`src/rtl/dnac_defs.svh`:
```
// Register offsets, field positions, key values and reset values of the data NVM access block
`ifndef DNAC_DEFS_SVH
`define DNAC_DEFS_SVH

// ****************************************************************
// Register byte offsets on APB
// ****************************************************************
`define DNAC_OFF_LOCATION 12'h000
`define DNAC_OFF_BYTE 12'h004
`define DNAC_OFF_KEY 12'h008
`define DNAC_OFF_CTRL 12'h00c

// ****************************************************************
// Control register bit positions
// ****************************************************************
`define DNAC_BIT_FLASH_SEL 7
`define DNAC_BIT_FUSE_SEL 6
`define DNAC_BIT_ERASE_SEL 4
`define DNAC_BIT_ABORT 3
`define DNAC_BIT_PERMIT 2
`define DNAC_BIT_COMMIT 1
`define DNAC_BIT_FETCH 0

// ****************************************************************
// Unlock key values and reset values
// ****************************************************************
`define DNAC_KEY_FIRST 8'h55
`define DNAC_KEY_SECOND 8'haa
`define DNAC_LOCATION_RST 8'h00
`define DNAC_BYTE_RST 8'h00
`define DNAC_WRITE_CYCLES 64

`endif

```
`src/rtl/dnac_pkg.sv`:
```
// Types shared by the data NVM access block
`default_nettype none
package dnac_pkg;
    // Progress of the two-value unlock sequence
    typedef enum logic [1:0] {
        KEY_IDLE,
        KEY_GOT_FIRST,
        KEY_ARMED
    } dnac_key_state_t;
endpackage
`default_nettype wire

```
`src/rtl/dnac_top.sv`:
```
// Data NVM access, unlock and protection logic with APB register slave
//
// The APB slave port and the register offsets are this design's own decisions.
`include "dnac_defs.svh"
`default_nettype none

// Notes on behaviour
// RL1 - Either protect setting blocks external programmer access
// RL2 - Internal CPU access ignores protect settings
// RL3 - Location register selects one byte
// RL4 - Location and byte registers clear on resets
// RL5 - Key port stores nothing, feeds detector
// RL6 - Write starts only after 55h, AAh, trigger
// RL7 - Commit bit stays set until write completes
// RL8 - Control reset: defined bits zero, others kept
// RL9 - Software refreshes array when endurance demands
// RL10 - Fetch loads byte register, then self-clears
// RL11 - Software masks interrupts around key sequence
module dnac_top
    import dnac_pkg::*;
#(
    parameter int ADDR_W = 8,
    parameter int DEPTH = 256,
    parameter int WRITE_CYCLES = `DNAC_WRITE_CYCLES
) (
    input wire logic pclk,
    input wire logic presetn,
    input wire logic ce,
    input wire logic soft_reset,
    input wire logic psel,
    input wire logic penable,
    input wire logic pwrite,
    input wire logic [11:0] paddr,
    input wire logic [31:0] pwdata,
    input wire logic [3:0] pstrb,
    output logic [31:0] prdata,
    output logic pready,
    output logic pslverr,
    input wire logic protect_a,
    input wire logic protect_b,
    input wire logic prog_valid,
    input wire logic prog_write,
    input wire logic [ADDR_W-1:0] prog_addr,
    input wire logic [7:0] prog_wdata,
    output logic prog_ready,
    output logic [7:0] prog_rdata,
    output logic prog_refused,
    output logic write_busy
);
    import dnac_pkg::*;

    // ****************************************************************
    // Elaboration checks
    // ****************************************************************
    localparam int CNT_W = $clog2(WRITE_CYCLES + 1);
    localparam logic [CNT_W-1:0] CNT_LOAD = CNT_W'(WRITE_CYCLES - 1);

    generate
        if (ADDR_W < 1 || ADDR_W > 8 || DEPTH > (1 << ADDR_W) || DEPTH < 2) begin : g_bad_depth
            $error("dnac_top: DEPTH must fit the 8-bit location register");
        end
        if (WRITE_CYCLES < 1) begin : g_bad_cycles
            $error("dnac_top: WRITE_CYCLES must be at least one");
        end
    endgenerate

    // ****************************************************************
    // State
    // ****************************************************************
    logic [7:0] mem [0:DEPTH-1]; // Byte array, no reset
    logic [7:0] location_reg; // Selected byte
    logic [7:0] byte_reg; // Data byte
    logic flash_sel_reg; // Space select, kept over soft reset
    logic fuse_sel_reg; // Space select, kept over soft reset
    logic erase_sel_reg; // Stored option bit
    logic abort_reg; // Write aborted by soft reset, kept over soft reset
    logic permit_reg; // Write permit
    logic busy_reg; // Commit trigger bit, write in progress
    logic fetch_reg; // Fetch trigger bit
    logic [CNT_W-1:0] cnt_reg; // Cycles left in the write
    logic [ADDR_W-1:0] commit_addr_reg; // Latched write target
    logic [7:0] commit_data_reg; // Latched write data
    dnac_key_state_t key_reg; // Unlock detector
    logic [31:0] prdata_reg; // Read data captured before access end
    logic err_reg; // Unmapped address flag
    logic data_ok_reg; // Read data captured for this transfer
    logic [7:0] prog_rdata_reg; // Programmer read data
    logic prog_refused_reg; // Programmer access refused

    // ****************************************************************
    // APB decode
    // ****************************************************************
    logic mapped; // Address hits a register
    logic apb_wr; // Write takes effect this edge
    logic wr_loc, wr_byte, wr_key, wr_ctrl; // Per-register write strobes
    logic ctrl_start; // Commit trigger write arriving
    logic commit_go; // Write really starts
    logic protected_now; // Either protect setting active
    logic prog_take; // Programmer request served this edge
    logic [7:0] ctrl_view; // Control register as read
    logic [ADDR_W-1:0] loc_idx; // Array index from location

    assign mapped = (paddr == `DNAC_OFF_LOCATION) || (paddr == `DNAC_OFF_BYTE) ||
                    (paddr == `DNAC_OFF_KEY) || (paddr == `DNAC_OFF_CTRL);
    assign pready = psel && penable && ce && data_ok_reg;
    assign pslverr = pready && err_reg;
    assign prdata = prdata_reg;
    assign apb_wr = pready && pwrite && mapped && pstrb[0];
    assign wr_loc = apb_wr && (paddr == `DNAC_OFF_LOCATION);
    assign wr_byte = apb_wr && (paddr == `DNAC_OFF_BYTE);
    assign wr_key = apb_wr && (paddr == `DNAC_OFF_KEY);
    assign wr_ctrl = apb_wr && (paddr == `DNAC_OFF_CTRL);
    assign ctrl_start = wr_ctrl && pwdata[`DNAC_BIT_COMMIT];
    // Start needs the armed key, permit already set, and space set to data array
    assign commit_go = ctrl_start && (key_reg == KEY_ARMED) && permit_reg && !busy_reg &&
                       !flash_sel_reg && !fuse_sel_reg && !soft_reset; // [RL6]
    assign protected_now = protect_a || protect_b;
    assign prog_take = prog_valid && ce && !busy_reg && !soft_reset;
    assign prog_ready = prog_take;
    assign prog_rdata = prog_rdata_reg;
    assign prog_refused = prog_refused_reg;
    assign write_busy = busy_reg;
    assign loc_idx = location_reg[ADDR_W-1:0]; // [RL3]
    assign ctrl_view = {flash_sel_reg, fuse_sel_reg, 1'b0, erase_sel_reg,
                        abort_reg, permit_reg, busy_reg, fetch_reg};

    // ****************************************************************
    // APB read capture
    // ****************************************************************
    // Read data is taken one ce cycle into the transfer so it comes from a flop
    always_ff @(posedge pclk or negedge presetn) begin
        if (!presetn) begin
            prdata_reg <= 32'h0000_0000;
            err_reg <= 1'b0;
            data_ok_reg <= 1'b0;
        end else if (ce) begin
            data_ok_reg <= psel && !pready;
            err_reg <= !mapped;
            if (psel && !pready) begin
                unique case (paddr)
                    `DNAC_OFF_LOCATION: prdata_reg <= {24'h00_0000, location_reg};
                    `DNAC_OFF_BYTE: prdata_reg <= {24'h00_0000, byte_reg};
                    `DNAC_OFF_CTRL: prdata_reg <= {24'h00_0000, ctrl_view};
                    // Key port has no storage and reads zero
                    default: prdata_reg <= 32'h0000_0000; // [RL5]
                endcase
            end
        end
    end

    // ****************************************************************
    // Location and byte registers
    // ****************************************************************
    // Both clear on power-on and on soft reset; fetch reloads the byte
    always_ff @(posedge pclk or negedge presetn) begin
        if (!presetn) begin
            location_reg <= `DNAC_LOCATION_RST; // [RL4]
            byte_reg <= `DNAC_BYTE_RST; // [RL4]
        end else if (ce) begin
            if (soft_reset) begin
                location_reg <= `DNAC_LOCATION_RST; // [RL4]
                byte_reg <= `DNAC_BYTE_RST; // [RL4]
            end else begin
                if (wr_loc) begin
                    location_reg <= pwdata[7:0];
                end
                // Fetch wins over a same-cycle byte write
                if (fetch_reg) begin
                    byte_reg <= mem[loc_idx]; // [RL10] [RL2]
                end else if (wr_byte) begin
                    byte_reg <= pwdata[7:0];
                end
            end
        end
    end

    // ****************************************************************
    // Control register
    // ****************************************************************
    // Soft reset keeps space selects, keeps the abort flag or sets it if a write runs, clears the rest
    always_ff @(posedge pclk or negedge presetn) begin
        if (!presetn) begin
            flash_sel_reg <= 1'b0; // [RL8]
            fuse_sel_reg <= 1'b0; // [RL8]
            erase_sel_reg <= 1'b0; // [RL8]
            abort_reg <= 1'b0; // [RL8]
            permit_reg <= 1'b0; // [RL8]
            fetch_reg <= 1'b0; // [RL8]
        end else if (ce) begin
            if (soft_reset) begin
                erase_sel_reg <= 1'b0; // [RL8]
                permit_reg <= 1'b0; // [RL8]
                fetch_reg <= 1'b0; // [RL8]
                // An interrupted write is reported
                if (busy_reg) begin
                    abort_reg <= 1'b1;
                end
            end else begin
                if (wr_ctrl) begin
                    flash_sel_reg <= pwdata[`DNAC_BIT_FLASH_SEL];
                    fuse_sel_reg <= pwdata[`DNAC_BIT_FUSE_SEL];
                    erase_sel_reg <= pwdata[`DNAC_BIT_ERASE_SEL];
                    permit_reg <= pwdata[`DNAC_BIT_PERMIT];
                    // Software may only clear the abort flag
                    if (!pwdata[`DNAC_BIT_ABORT]) begin
                        abort_reg <= 1'b0;
                    end
                end
                // Fetch arms for one cycle, then clears itself
                if (fetch_reg) begin
                    fetch_reg <= 1'b0; // [RL10]
                end else if (wr_ctrl && pwdata[`DNAC_BIT_FETCH] &&
                             !flash_sel_reg && !fuse_sel_reg) begin
                    fetch_reg <= 1'b1; // [RL10]
                end
            end
        end
    end

    // ****************************************************************
    // Unlock sequence detector
    // ****************************************************************
    // Any other register write between the keys breaks the sequence
    always_ff @(posedge pclk or negedge presetn) begin
        if (!presetn) begin
            key_reg <= KEY_IDLE;
        end else if (ce) begin
            if (soft_reset) begin
                key_reg <= KEY_IDLE;
            end else if (wr_key) begin
                unique case (key_reg)
                    KEY_IDLE: key_reg <= (pwdata[7:0] == `DNAC_KEY_FIRST) ?
                                         KEY_GOT_FIRST : KEY_IDLE; // [RL6] [RL5]
                    KEY_GOT_FIRST: key_reg <= (pwdata[7:0] == `DNAC_KEY_SECOND) ? KEY_ARMED :
                        ((pwdata[7:0] == `DNAC_KEY_FIRST) ? KEY_GOT_FIRST : KEY_IDLE); // [RL6]
                    KEY_ARMED: key_reg <= (pwdata[7:0] == `DNAC_KEY_FIRST) ?
                                          KEY_GOT_FIRST : KEY_IDLE; // [RL6]
                endcase
            end else if (apb_wr) begin
                key_reg <= KEY_IDLE; // [RL6]
            end
        end
    end

    // ****************************************************************
    // Write timer and commit trigger
    // ****************************************************************
    // Trigger stays high for the whole write; only hardware clears it
    always_ff @(posedge pclk or negedge presetn) begin
        if (!presetn) begin
            busy_reg <= 1'b0; // [RL8]
            cnt_reg <= '0;
            commit_addr_reg <= '0;
            commit_data_reg <= 8'h00;
        end else if (ce) begin
            if (soft_reset) begin
                busy_reg <= 1'b0;
                cnt_reg <= '0;
            end else if (commit_go) begin
                busy_reg <= 1'b1; // [RL7]
                cnt_reg <= CNT_LOAD;
                commit_addr_reg <= loc_idx; // [RL3]
                commit_data_reg <= byte_reg;
            end else if (busy_reg) begin
                if (cnt_reg == '0) begin
                    busy_reg <= 1'b0; // [RL7]
                end else begin
                    cnt_reg <= cnt_reg - CNT_W'(1);
                end
            end
        end
    end

    // ****************************************************************
    // Array writes and programmer port
    // ****************************************************************
    // Programmer is only served while no internal write runs
    always_ff @(posedge pclk) begin
        if (ce && !soft_reset) begin
            if (busy_reg && cnt_reg == '0) begin
                mem[commit_addr_reg] <= commit_data_reg; // [RL2]
            end else if (prog_take && prog_write && !protected_now) begin
                mem[prog_addr] <= prog_wdata; // [RL1]
            end
        end
    end

    // Programmer answers: refused when protected, read data zero then
    always_ff @(posedge pclk or negedge presetn) begin
        if (!presetn) begin
            prog_rdata_reg <= 8'h00;
            prog_refused_reg <= 1'b0;
        end else if (ce) begin
            prog_refused_reg <= prog_take && protected_now; // [RL1]
            if (prog_take) begin
                prog_rdata_reg <= (protected_now || prog_write) ? 8'h00 : mem[prog_addr]; // [RL1]
            end
        end
    end
endmodule
`default_nettype wire

```
`config.mk`:
```
export PLATFORM = sky130hd
export DESIGN_NAME = dnac_top
export DESIGN_NICKNAME = d
export VERILOG_FILES = /design/src/rtl/dnac_pkg.sv /design/src/rtl/dnac_top.sv
export VERILOG_INCLUDE_DIRS = /design/src /design/src/rtl
export SDC_FILE = /design/constraint.sdc
export NUM_CORES = 2
export LEC_CHECK = 0
export BUFFER_PORTS_ARGS = -buffer_cell sky130_fd_sc_hd__buf_4
export CAP_MARGIN = 15
export CORE_ASPECT_RATIO = 0.75
export CORE_UTILIZATION = 50
export CTS_CLUSTER_SIZE = 20
export DETAILED_ROUTE_END_ITERATION = 12
export PLACE_DENSITY_LB_ADDON = 0.1
export SYNTH_ARGS = -nofsm -noshare
export SYNTH_HDL_FRONTEND = slang
export SYNTH_SLANG_ARGS = --single-unit
```
`constraint.sdc`:
```
create_clock -name pclk -period 12.95 [get_ports pclk]
set_input_delay 1.295 -clock pclk [delete_from_list [all_inputs] [get_ports pclk]]
set_output_delay 1.295 -clock pclk [all_outputs]
set_load 0.02 [all_outputs]
```
==> results.txt <==
The global routing usage summed across all routing layers is 0.343, and the post-synthesis average cell area is 17.4 µm². Buffers added to address setup during post-CTS repair amount to 0. Count of input and output buffers: 68. The final reports fail on design-rule violations. The largest register by flop count is mem. The logs give 30.6 nW for the static leakage and 75 for the number of distinct library cell variants in the gate-level netlist after synthesis.

The number of flip-flops under the largest register name is 2,048, and the number of flops mapped to enable cells by yosys is 2,048. Number of antenna-violating nets in the routed design: 0. The length in cells of the worst reg-to-reg path is 9.

The worst min-delay path category is reg -> reg. Row generation in the floorplan step produced 141 rows. Arrival time of data at the critical path endpoint: 6.71 ns.

The worst hold path terminates at prdata[3]. The run finished, with violations left. The run gives 58.5k as the number of global-route vias before repair. The run gives 0.0711 ns as the setup skew after layout.

At the pin with the least slew margin, the transition time is 1.44 ns. The die is 519 µm wide. The post-detailed-route via-to-cell ratio is 7.25, and the fraction of the yosys area taken by sequential cells is 0.630. The share of the clock period used by the worst path after layout is 0.458, and the power density over cell area is 129 mW/mm².

The type of destination of the critical path is a flop. The number of storage elements in the synthesis netlist came out at 2,115. The die outline area was 0.202 mm²; the final-layout setup total negative slack was 0 ns. The initial core utilization is 0.506.

Synthesis produced a netlist whose cell count is 5,756. CTS built an H-tree with a depth of 4. The startpoint-to-endpoint class of the critical path is reg -> reg.

Routability-driven placement finished with a final weighted congestion of 0.998. The worst setup path is launched from a flop. Once the clock tree was built, the resizer swapped 0 gates to a different size. The first global-routing pass estimated 480,000 µm of wire.

TritonCTS created 214 clock buffers. TritonCTS built the clock tree. The register-to-register setup slack is 7.02 ns, and the worst path setup slack after routing is 7.02 ns. Final routed wire length divided by cell count: 40.7 µm. The buffer type at the clock tree root was sky130_fd_sc_hd__clkbuf_16. Across the run, the number of max-cap violations was 0.

Entering global routing, the biggest net connects 199 pins. Among all flip-flop cells after synthesis, the most frequent one is sky130_fd_sc_hd__edfxtp_1. The run gives 0 as the number of hold-slack violations in the final timing report.

Total length of routed wires: 349,000 µm. For the area of the placeable core, the log shows 0.198 mm². For the total count of max-transition violations in the final report, the log shows 0. The number of warnings issued by yosys was 0; the number of clock sinks seen by CTS was 2,115. Derived from the worst setup path, the maximum achievable clock frequency is 0.169 GHz.

The tools report the final count of negative-setup-slack endpoints as 0. The worst slew margin relative to its limit was 0.0431; the layout cell share with drive strength beyond 1 was 0.241. The final net count was 5,831.

The required time at the endpoint of the critical path came out at 13.73 ns. Across all layers, the routed design uses 62.2k vias. The clock period could shrink to 5.93 ns.

The number of iterations in the first detailed-routing pass came out at 10. After detailed routing, the number of remaining DRC violations is 28. Final-layout fill cell count: 15.2k. Setup repair after global routing left no endpoint under its margin. The async set-or-reset flop fraction in the synthesized netlist was 0.0317; the area overhead of the layout relative to synthesis was 9.44%.

Hold repair after CTS inserted 0 buffers. The worst hold path passes through 2 cells. Along the worst path, the maximum fanout reaches 44. In this run the cell area of the synthesized design comes to 0.100 mm².

At the later pin of the worst-skew pair, clock insertion delay measures 0.90 ns. Summed over all nets, the half-perimeter wirelength after detailed placement is 229,000 µm. The logs give 29 for the number of antenna violations at the first check in global routing and 0.000118 V for the worst voltage drop across the vdd grid. Before CTS, the worst setup slack after placement is 6.71 ns. Start of the worst register-to-register path: loc_idx[1]. The startpoint identified for the worst hold timing path is prdata[3]. The run gives 4 as the maximum clock path buffer count. The run gives 120 as the top-level I/O count. The overall die height is 390 µm, and the total power is 14.1 mW.

In this run, the number of DRC markers left after iteration 0 of detailed routing was 9,977. Summed over all layers, the global routing overflow is 0. In this run the critical register-to-register path is captured at byte_reg[7]. After clock tree synthesis, the clock-pin slew on the worst setup and hold paths is 0.06 ns.
## cell usage after synthesis (all sizes together) (11+ instances only)
cell type     n  area, µm²
a21oi       121        606
a22o         16        140
nor2b        35        219
mux2         56        631
buf         298       2130
mux2i       605       6060
o31ai        19        143
a31oi        16        100
o211ai       21        158
o22ai       131        820
o221ai       95        832
nor3         46        230
nand4        33        213
o21ai        97        485
inv          23       86.3
mux4        781      17600
a211oi       31        233
nor4         15        106
or4          20        150
clkbuf      169        638
a22oi       209       1570
nand3        48        240
and3         19        119
a2111oi      11       96.3
dfrtp        67       1680
edfxtp     2048      61500
nor2        338       1270
and2         29        181
nand2       211        792
nand2b       13       81.3
## final cells by class
cell class	instances	area, µm²	share of cell area
Inverter	24	95.1	0.000866
Clock buffer	277	5740	0.0523
Sequential cell	2115	63200	0.576
Antenna cell	5	12.5	0.000114
Tap cell	2645	3310	0.0302
Timing Repair Buffer	226	1900	0.0173
Multi-Input combinational cell	3173	34600	0.315
Clock inverter	105	898	0.00819
## where the power goes
group | total (mW) | switching (mW) | internal (mW)
sequential | 7.41 | 0.00617 | 7.40
clock | 6.11 | 2.70 | 3.40
combinational | 0.629 | 0.419 | 0.210
total | 14.1 | 3.13 | 11.0
## cell families (layout without fill, tap and decap cells)
group | count (synthesis) | count (layout) | share of synthesized area
compound gates | 836 | 836 | 0.0579
fa+ha+maj | 2 | 2 | 0.000250
buf+inv | 491 | 632 | 0.0285
flops | 2115 | 2115 | 0.630
mux | 1442 | 1442 | 0.242
other cells | 1 | 29 | 0.0000374
simple gates | 869 | 869 | 0.0411
## worst max-delay path by stage
stage,start,cells past startpoint,end,slack [ns]
finish,loc_idx[1],9,byte_reg[7],7.02
global route,loc_idx[1],9,byte_reg[7],6.97
CTS,loc_idx[1],9,byte_reg[7],7.12
detailed placement,ce,11,mem[195][7],6.71
global placement,ce,11,mem[193][7],6.88
floorplan,ce,7,mem[0][0],6.53
## per-stage QoR
step	instance area [µm²]	util	std cells	hold WS, ns
after floorplan	100000	-	5779	0.471
after global placement	103000	0.520	8176	0.477
after detailed placement	103000	0.520	8176	0.477
after CTS	110000	0.554	8558	0.495
after global routing	110000	0.554	8567	0.516
final	110000	0.554	8570	0.499
## critical path, stage by stage, from the launching register on
cell	delay (ns)
sky130_fd_sc_hd__dfrtp_4	0.95
sky130_fd_sc_hd__buf_4	0.58
sky130_fd_sc_hd__buf_4	0.73
sky130_fd_sc_hd__buf_4	0.69
sky130_fd_sc_hd__a2111oi_1	0.18
sky130_fd_sc_hd__buf_4	0.21
sky130_fd_sc_hd__o311ai_0	0.88
sky130_fd_sc_hd__o22ai_1	0.60
sky130_fd_sc_hd__or4_1	0.73
sky130_fd_sc_hd__o21ai_1	0.20
## per-layer routing
layer,track usage,share of wire
met1,0.505,0.40
met2,0.459,0.41
met3,0.146,0.16
met4,0.102,0.034
met5,0,0.00044
## cells in the final DEF, fill, tap and decap left out, types with 31 or more instances in the layout
cell type,count
sky130_fd_sc_hd__edfxtp_1,2048
sky130_fd_sc_hd__mux4_2,780
sky130_fd_sc_hd__mux2i_1,605
sky130_fd_sc_hd__nor2_1,335
sky130_fd_sc_hd__clkbuf_16,217
sky130_fd_sc_hd__a22oi_1,209
sky130_fd_sc_hd__buf_4,201
sky130_fd_sc_hd__nand2_1,186
sky130_fd_sc_hd__o22ai_1,131
sky130_fd_sc_hd__a21oi_1,121
sky130_fd_sc_hd__o221ai_1,95
sky130_fd_sc_hd__o21ai_0,88
sky130_fd_sc_hd__dfrtp_1,62
sky130_fd_sc_hd__mux2_2,56
sky130_fd_sc_hd__clkbuf_1,52
sky130_fd_sc_hd__nand3_1,47
sky130_fd_sc_hd__nor3_1,46
sky130_fd_sc_hd__clkinv_2,42
sky130_fd_sc_hd__clkinv_1,38
sky130_fd_sc_hd__nor2b_1,32
sky130_fd_sc_hd__nand4_1,32
sky130_fd_sc_hd__a211oi_1,31
Power figures use the tool's default switching activity.
